$ cat config.mk
export PLATFORM = sky130hd
export DESIGN_NAME = gr_operand_unit
export DESIGN_NICKNAME = d
export VERILOG_FILES = /design/src/rtl/gr_addr_pkg.sv /design/src/rtl/gr_operand_unit.sv /design/src/rtl/gr_alu.sv
export SDC_FILE = /design/constraint.sdc
export NUM_CORES = 2
export LEC_CHECK = 0
export BUFFER_PORTS_ARGS = -buffer_cell sky130_fd_sc_hd__buf_2
export CAP_MARGIN = 25
export CORE_MARGIN = 4
export CORE_UTILIZATION = 45
export DETAILED_ROUTE_END_ITERATION = 8
export PLACE_DENSITY = 0.62
export SYNTH_ARGS = -nofsm -noshare
export SYNTH_HDL_FRONTEND = slang
export SYNTH_SLANG_ARGS = --single-unit
$ cat constraint.sdc
create_clock -name core_clk_in -period 27.8 [get_ports core_clk_in]
set_clock_uncertainty 0.05 [all_clocks]
set_input_delay 2.78 -clock core_clk_in [delete_from_list [all_inputs] [get_ports core_clk_in]]
set_output_delay 2.78 -clock core_clk_in [all_outputs]
set_load 0.05 [all_outputs]
$ cat src/rtl/gr_addr_pkg.sv
// shared constants and types for register/memory operand addressing
package gr_addr_pkg;
  localparam int NIB_W      = 4;
  localparam int ROW_W      = 3;
  localparam int BANK_W     = 2;
  localparam int MADDR_W    = BANK_W + ROW_W + NIB_W;
  localparam int ROWPTR_W   = 7;
  localparam int GR_WORDS   = 16;
  localparam logic [BANK_W-1:0] GR_BANK  = 2'h0;
  localparam logic [ROWPTR_W-1:0] ROWPTR_RESET = 7'h00;
  localparam logic [BANK_W-1:0]   BANK_RESET   = 2'h0;
  localparam logic [ROW_W-1:0]    MEMPTR_RESET = 3'h0;

  typedef enum logic [3:0] {
    OP_NOP,
    OP_ADD,
    OP_ADD_WITH_CARRY,
    OP_SUB,
    OP_SUB_WITH_BORROW,
    OP_AND,
    OP_OR,
    OP_XOR,
    OP_LOAD_TO_REGISTER,
    OP_STORE_FROM_REGISTER,
    OP_MOV_IND_TO,
    OP_MOV_IND_FROM,
    OP_ROTATE_RIGHT_THROUGH_CARRY,
    OP_SET_ROW_PTR,
    OP_SET_BANK,
    OP_SET_MEM_PTR
  } op_t;

  typedef struct packed {
    op_t               op;
    logic [ROW_W-1:0]  m_row;
    logic [NIB_W-1:0]  m_col;
    logic [6:0]        r_field;
    logic [ROWPTR_W-1:0] imm;
  } instr_t;

  typedef struct packed {
    logic [BANK_W-1:0] bank;
    logic [ROW_W-1:0]  row;
    logic [NIB_W-1:0]  col;
  } maddr_t;
endpackage

$ cat src/rtl/gr_operand_unit.sv
// operand addressing and execution for register/memory instructions
//
// Design decisions made here: the register addresses and the plain strobed port.
`timescale 1ns/1ns
`default_nettype none
module gr_operand_unit
  import gr_addr_pkg::*;
#(
  parameter int MEM_WORDS = 1 << MADDR_W
) (
  input  wire logic          core_clk_in,
  input  wire logic          resetn_in,
  input  wire logic          clk_en_in,
  input  wire logic          instr_valid_in,
  input  wire instr_t        instr_in,
  input  wire logic          mem_ptr_enable_in,
  input  wire logic          host_we_in,
  input  wire maddr_t        host_addr_in,
  input  wire logic [NIB_W-1:0] host_wdata_in,
  output logic [NIB_W-1:0]   host_rdata_out,
  output logic               carry_flag_out,
  output logic [ROWPTR_W-1:0] gr_row_pointer_out,
  output logic [BANK_W-1:0]  bank_out,
  output maddr_t             gr_addr_out,
  output maddr_t             mem_addr_out,
  output logic               done_out
);
  logic [NIB_W-1:0]    mem [MEM_WORDS];
  logic [ROWPTR_W-1:0] gr_row_pointer;
  logic [BANK_W-1:0]   bank;
  logic [BANK_W+ROW_W-1:0] mem_row_pointer;
  logic                carry_flag;
  maddr_t              gr_addr;
  maddr_t              m_addr;
  maddr_t              ind_addr;
  logic [NIB_W-1:0]    r_word;
  logic [NIB_W-1:0]    m_word;
  logic [NIB_W-1:0]    alu_res;
  logic                alu_cy;
  logic                alu_cy_we;
  logic                go;

  assign go = clk_en_in && instr_valid_in;

  // the register row only comes from the low three pointer bits; high bits stay 0
  always_comb begin
    gr_addr.bank = GR_BANK;
    gr_addr.row  = gr_row_pointer[ROW_W-1:0];
    gr_addr.col  = instr_in.r_field[NIB_W-1:0];
  end

  always_comb begin
    m_addr.bank = bank;
    m_addr.row  = instr_in.m_row;
    m_addr.col  = instr_in.m_col;
  end

  assign r_word = mem[gr_addr];
  assign m_word = mem[m_addr];

  always_comb begin
    if (mem_ptr_enable_in) begin
      ind_addr.bank = mem_row_pointer[BANK_W+ROW_W-1:ROW_W];
      ind_addr.row  = mem_row_pointer[ROW_W-1:0];
    end else begin
      ind_addr.bank = bank;
      ind_addr.row  = instr_in.m_row;
    end
    ind_addr.col = r_word;
  end

  gr_alu u_alu (
    .op_in        (instr_in.op),
    .r_in         (r_word),
    .m_in         (m_word),
    .carry_in     (carry_flag),
    .result_out   (alu_res),
    .carry_out    (alu_cy),
    .carry_we_out (alu_cy_we)
  );

  // single write port; the op set has no register-with-immediate form
  // host writes also wait for the clock enable, so a freeze holds the whole memory
  always_ff @(posedge core_clk_in) begin
    if (!resetn_in) begin
    end else if (clk_en_in && host_we_in) begin
      mem[host_addr_in] <= host_wdata_in;
    end else if (go) begin
      case (instr_in.op)
        OP_ADD, OP_ADD_WITH_CARRY, OP_SUB, OP_SUB_WITH_BORROW, OP_AND, OP_OR, OP_XOR,
        OP_LOAD_TO_REGISTER, OP_ROTATE_RIGHT_THROUGH_CARRY: begin
          mem[gr_addr] <= alu_res;
        end
        OP_STORE_FROM_REGISTER: mem[m_addr] <= r_word;
        OP_MOV_IND_TO: mem[ind_addr] <= m_word;
        OP_MOV_IND_FROM: mem[m_addr] <= mem[ind_addr];
        default: begin
        end
      endcase
    end
  end

  always_ff @(posedge core_clk_in) begin
    if (!resetn_in) begin
      carry_flag <= 1'b0;
    end else if (go && alu_cy_we) begin
      carry_flag <= alu_cy;
    end
  end

  always_ff @(posedge core_clk_in) begin
    if (!resetn_in) begin
      gr_row_pointer  <= ROWPTR_RESET;
      bank            <= BANK_RESET;
      mem_row_pointer <= '0;
    end else if (go) begin
      case (instr_in.op)
        OP_SET_ROW_PTR: gr_row_pointer <= {4'h0, instr_in.imm[ROW_W-1:0]};
        OP_SET_BANK: bank <= instr_in.imm[BANK_W-1:0];
        OP_SET_MEM_PTR: mem_row_pointer <= instr_in.imm[BANK_W+ROW_W-1:0];
        default: begin
        end
      endcase
    end
  end

  always_ff @(posedge core_clk_in) begin
    if (!resetn_in) begin
      host_rdata_out     <= '0;
      carry_flag_out     <= 1'b0;
      gr_row_pointer_out <= ROWPTR_RESET;
      bank_out           <= BANK_RESET;
      gr_addr_out        <= '0;
      mem_addr_out       <= '0;
      done_out           <= 1'b0;
    end else if (clk_en_in) begin
      host_rdata_out     <= mem[host_addr_in];
      carry_flag_out     <= carry_flag;
      gr_row_pointer_out <= gr_row_pointer;
      bank_out           <= bank;
      gr_addr_out        <= gr_addr;
      mem_addr_out       <= (instr_in.op == OP_MOV_IND_TO) ? ind_addr : m_addr;
      done_out           <= go;
    end
  end

  a_row_high_zero: assert property (@(posedge core_clk_in) disable iff (!resetn_in)
    gr_row_pointer[ROWPTR_W-1:ROW_W] == 4'h0) else $error("row pointer high bits not zero");
  a_gr_bank_zero: assert property (@(posedge core_clk_in) disable iff (!resetn_in)
    gr_addr.bank == GR_BANK && gr_addr.row == gr_row_pointer[ROW_W-1:0]) else $error("register address wrong");
  a_add_result: assert property (@(posedge core_clk_in) disable iff (!resetn_in)
    go && !host_we_in && instr_in.op == OP_ADD |=> mem[$past(gr_addr)] == $past(r_word + m_word))
    else $error("add result wrong");
  a_load_copy: assert property (@(posedge core_clk_in) disable iff (!resetn_in)
    go && !host_we_in && instr_in.op == OP_LOAD_TO_REGISTER |=> mem[$past(gr_addr)] == $past(m_word))
    else $error("load result wrong");
  a_freeze_carry: assert property (@(posedge core_clk_in) disable iff (!resetn_in)
    !clk_en_in |=> carry_flag == $past(carry_flag)) else $error("carry moved while frozen");
  a_rotate_carry: assert property (@(posedge core_clk_in) disable iff (!resetn_in)
    go && instr_in.op == OP_ROTATE_RIGHT_THROUGH_CARRY |=> carry_flag == $past(r_word[0]))
    else $error("rotate carry wrong");
  a_ind_column: assert property (@(posedge core_clk_in) disable iff (!resetn_in)
    ind_addr.col == r_word) else $error("indirect column wrong");
  a_ind_row_off: assert property (@(posedge core_clk_in) disable iff (!resetn_in)
    !mem_ptr_enable_in |-> ind_addr.row == instr_in.m_row && ind_addr.bank == bank)
    else $error("indirect row wrong");
  a_ind_row_on: assert property (@(posedge core_clk_in) disable iff (!resetn_in)
    mem_ptr_enable_in |-> {ind_addr.bank, ind_addr.row} == mem_row_pointer) else $error("pointer addr wrong");
  a_done_follow: assert property (@(posedge core_clk_in) disable iff (!resetn_in)
    clk_en_in |=> done_out == $past(go)) else $error("done pulse wrong");
  c_add: cover property (@(posedge core_clk_in) go && instr_in.op == OP_ADD);
  c_ind: cover property (@(posedge core_clk_in) go && instr_in.op == OP_MOV_IND_TO && mem_ptr_enable_in);
  c_rot: cover property (@(posedge core_clk_in) go && instr_in.op == OP_ROTATE_RIGHT_THROUGH_CARRY);
endmodule
`default_nettype wire

$ cat src/rtl/gr_alu.sv
// four-bit ALU for register/memory instructions
`timescale 1ns/1ns
`default_nettype none
module gr_alu
  import gr_addr_pkg::*;
(
  input  wire op_t              op_in,
  input  wire logic [NIB_W-1:0] r_in,
  input  wire logic [NIB_W-1:0] m_in,
  input  wire logic             carry_in,
  output logic [NIB_W-1:0]      result_out,
  output logic                  carry_out,
  output logic                  carry_we_out
);
  logic [NIB_W:0] sum;

  always_comb begin
    sum          = '0;
    result_out   = r_in;
    carry_out    = carry_in;
    carry_we_out = 1'b0;
    case (op_in)
      OP_ADD: begin
        sum = {1'b0, r_in} + {1'b0, m_in};
        result_out = sum[NIB_W-1:0];
        carry_out = sum[NIB_W];
        carry_we_out = 1'b1;
      end
      OP_ADD_WITH_CARRY: begin
        sum = {1'b0, r_in} + {1'b0, m_in} + {{NIB_W{1'b0}}, carry_in};
        result_out = sum[NIB_W-1:0];
        carry_out = sum[NIB_W];
        carry_we_out = 1'b1;
      end
      OP_SUB: begin
        sum = {1'b0, r_in} - {1'b0, m_in};
        result_out = sum[NIB_W-1:0];
        carry_out = sum[NIB_W];
        carry_we_out = 1'b1;
      end
      OP_SUB_WITH_BORROW: begin
        sum = {1'b0, r_in} - {1'b0, m_in} - {{NIB_W{1'b0}}, carry_in};
        result_out = sum[NIB_W-1:0];
        carry_out = sum[NIB_W];
        carry_we_out = 1'b1;
      end
      OP_AND: result_out = r_in & m_in;
      OP_OR: result_out = r_in | m_in;
      OP_XOR: result_out = r_in ^ m_in;
      OP_LOAD_TO_REGISTER: result_out = m_in;
      OP_ROTATE_RIGHT_THROUGH_CARRY: begin
        result_out = {carry_in, r_in[NIB_W-1:1]};
        carry_out = r_in[0];
        carry_we_out = 1'b1;
      end
      default: result_out = r_in;
    endcase
  end
endmodule
`default_nettype wire

==> impl_metrics.yaml <==
sta:
  max_freq_mhz: 68.9
  setup_viol: 0
  whs_ps: 426
  slew_headroom_pct: 18.5
  hold_violations: 0
  fin_crit_ps: 14520
  tightest_slew_ps: 1220
  fin_setup_tns_ps: 0
  finalCritPeriodShare_pct: 52.2
  rsz0062_at_grt: "no"
  slew_violations: 0
floorplan:
  ios: 77
  core_area_mm2: 0.271
  die_w_um: 530
  die_area_mm2: 0.281
  row_count: 191
  start_util_pct: 45.3
  die_h_um: 530
detailed_routing:
  num_vias: 90360
  vias_per_cell: 7.44
  first_pass_iters: 7
  drc: 0
  antenna_left: 0
  wl_per_cell_um: 40.2
  wl_um: 489000
  drt-initial-drc-count: 17333
synth:
  ys_async_sr_fraction_pct: 0
  yosysWarnings: 0
  synth_seq_cells: 2083
  synth.distinct_cells: 97
  ys_seq_area_share_pct: 50.7
  synth_edf_count: 2048
  synth_area_per_cell_um2: 14.2
  synth.cell_area_mm2: 0.123
  postSynthCellCount: 8633
  synth_flop_cell: "edfxtp_1"
worst_setup_path:
  cp_slowest_cell: "nor4_1"
  crit_required_ps: 28290
  endpoint_kind: "flop"
  worst-path-max-fanout: 91
  startpoint_type: "input pin"
  cp.arrival_ps: 15010
  cpMostUsedCell: "buf_4"
  cpPeakStageDelay_ps: 1010
  r2r_slack_ps: 15830
  worstSetupPathType: "input pin to flop"
  cp_cell_sequence: "buf_6 -> buf_4 -> buf_4 -> nand2_1 -> o2bb2ai_1 -> a221oi_1 -> o2111ai_2 -> nand2_2 -> nor2_8 -> buf_4 -> buf_4 -> buf_4 -> nand2_1 -> and3_1 -> a311oi_1 -> a311o_1 -> nand3_1 -> nor4_1 -> nor4_2 -> o21ai_4 -> buf_4 -> buf_16 -> buf_4 -> buf_4"
global_route:
  grt_start_max_net_pins: 236
  grt_usage_pct: 34.2
  grt_pass1_vias: 84880
  antenna_found_initial: 51
  grt_pass1_wl_um: 676000
  overflow: 0
cts:
  cts_tree: "yes"
  cts_setup_buffers: 0
  cts.clk_slew.worst_paths_ps: 60
  ctsResizeCount: 0
  clock-sinks: 2083
  cts-buffers-inserted: 222
  clk_latency_ps: 940
  cts_root_buffer: "clkbuf_16"
  ctsHoldBuffers: 0
  htree_levels: 4
  cts_buffer_depth: 3
finish:
  final_cell_count_no_fill: 12143
  stdcell_area_mm2: 0.133
  post_route_cells_drive_above_1_share_pct: 26.0
  final_nets: 8400
  syn_to_final_growth_pct: 8.72
power:
  vdd_drop_max_mv: 0.0839
  p_leak_nw: 42.9
  power_density_mw_per_mm2: 58.8
flow_run:
  maxCapViolCount: 0
worst_hold_path:
  hold_class: "flop to flop"
placement:
  dpl.cell_count: 11673
  io_buffers: 65
  postPlaceCellArea_mm2: 0.126
  dp_hpwl_um: 315000
  gp_congestion: 0.977
status:
  status: "completed"
## report_power, final
group	internal [mW]	switching [mW]	total, mW
Combinational	0.437	0.931	1.37
Clock	1.64	1.36	3.00
Sequential	3.48	0.00193	3.48
## cells by family after synthesis
kind of cell / Yosys count / synth area share (%)
other: 1 / 0.00306
flip-flops: 2083 / 50.7
multiplexers: 1904 / 30.7
XOR/XNOR: 10 / 0.0714
buffers and inverters: 846 / 3.33
AO/OA/AOI/OAI: 849 / 4.95
AND/OR/NAND/NOR: 2922 / 10.1
adder cells (fa/ha/maj): 18 / 0.196
## synth_stat cells, types with 14 or more instances
cell type     n  share of area [%]
a211oi_1     24               0.15
nor4_1       30               0.15
buf_4        94               0.57
a22oi_1      21               0.13
a221oi_1     26               0.19
a32oi_1      74               0.53
buf_6        31               0.28
a21o_1       25               0.15
buf_1       128               0.39
a311oi_1    125               0.89
o22ai_1      41               0.21
a21oi_1     183               0.75
mux2i_1     391                3.2
edfxtp_1   2048                 50
o21ai_0      75               0.31
dfxtp_1      35               0.57
nand3_1     332                1.4
nand2_1    1620                5.0
o2111ai_1    15               0.11
a2111oi_0    18               0.13
inv_1        17              0.052
nor2b_1      45               0.23
mux4_2     1488                 27
mux2_2       24               0.22
a31oi_1     102               0.52
and3_1      157               0.80
clkbuf_1    351                1.1
a311o_1      14               0.11
o211ai_1     17               0.10
nand4_1      37               0.19
nor3_1       32               0.13
ha_1         16               0.16
nor2_1      609                1.9
buf_2       214               0.87
o221ai_1     15               0.11
## final cells by class
cell class	instances	area, µm²
antenna	41	103
clock buffer	260	5710
clock inverter	158	1470
fill	22568	138000
inverter	24	143
multi-input combinational	5709	56800
sequential	2083	62200
tap	3570	4470
timing repair buffer	298	2570
## worst max-delay path: cells and delay by family
kind	cells	cell delay, ps
AOI/OAI and AO/OA	6	2540
buffers and inverters	10	5860
and+or+nand+nor	8	3290
## layout by cell type (no fill, tap or decap), types with 41 or more instances in the layout
| master | n |
|---|---|
| o22ai_1 | 41 |
| buf_4 | 202 |
| clkbuf_16 | 222 |
| nand2_1 | 1601 |
| a311oi_1 | 125 |
| mux2i_1 | 386 |
| a31oi_1 | 102 |
| buf_2 | 54 |
| a32oi_1 | 74 |
| and3_1 | 157 |
| clkinv_1 | 53 |
| nand3_1 | 331 |
| edfxtp_1 | 2048 |
| a21oi_1 | 183 |
| mux4_2 | 1488 |
| diode_2 | 41 |
| nor2b_1 | 42 |
| o21ai_0 | 75 |
| nor2_1 | 602 |
## per-stage QoR
step,utilization (%),setup slack [ps],total power [mW]
3_3_place_gp,46.4,13030,4.83
4_1_cts,49.1,13730,7.78
5_1_grt,49.2,13340,7.99
2_1_floorplan,-,3120,4.40
6_report,49.2,13280,7.84
3_5_place_dp,46.4,12810,4.85
## layer usage
metal	up-vias	share of wire [%]	GRT usage [%]
met4	24	7.5	21.4
met5	-	0.033	0
met2	8477	43	49.2
met3	1657	16	12.8
li1	34349	-	-
met1	45853	33	44.0
## state kept, by name, indices dropped and copies added (netlist names)
register and count:
gr_addr_out 4, carry_flag 1, mem_addr_out 9, carry_flag_out 1, mem_row_pointer 5, host_rdata_out 4, bank 2, gr_row_pointer 3
mem 2048, gr_row_pointer_out 3, done_out 1, bank_out 2
## final timing paths
check,from,endpoint,depth (start not counted)
hold / removal,host_rdata_out[0],host_rdata_out[0],1
setup reg to reg,gr_row_pointer[0],mem[337][3],23
setup / recovery,instr_in[8],mem[337][3],24
hold reg to reg,host_rdata_out[0],host_rdata_out[0],1
(Power assumes the default switching activity.)
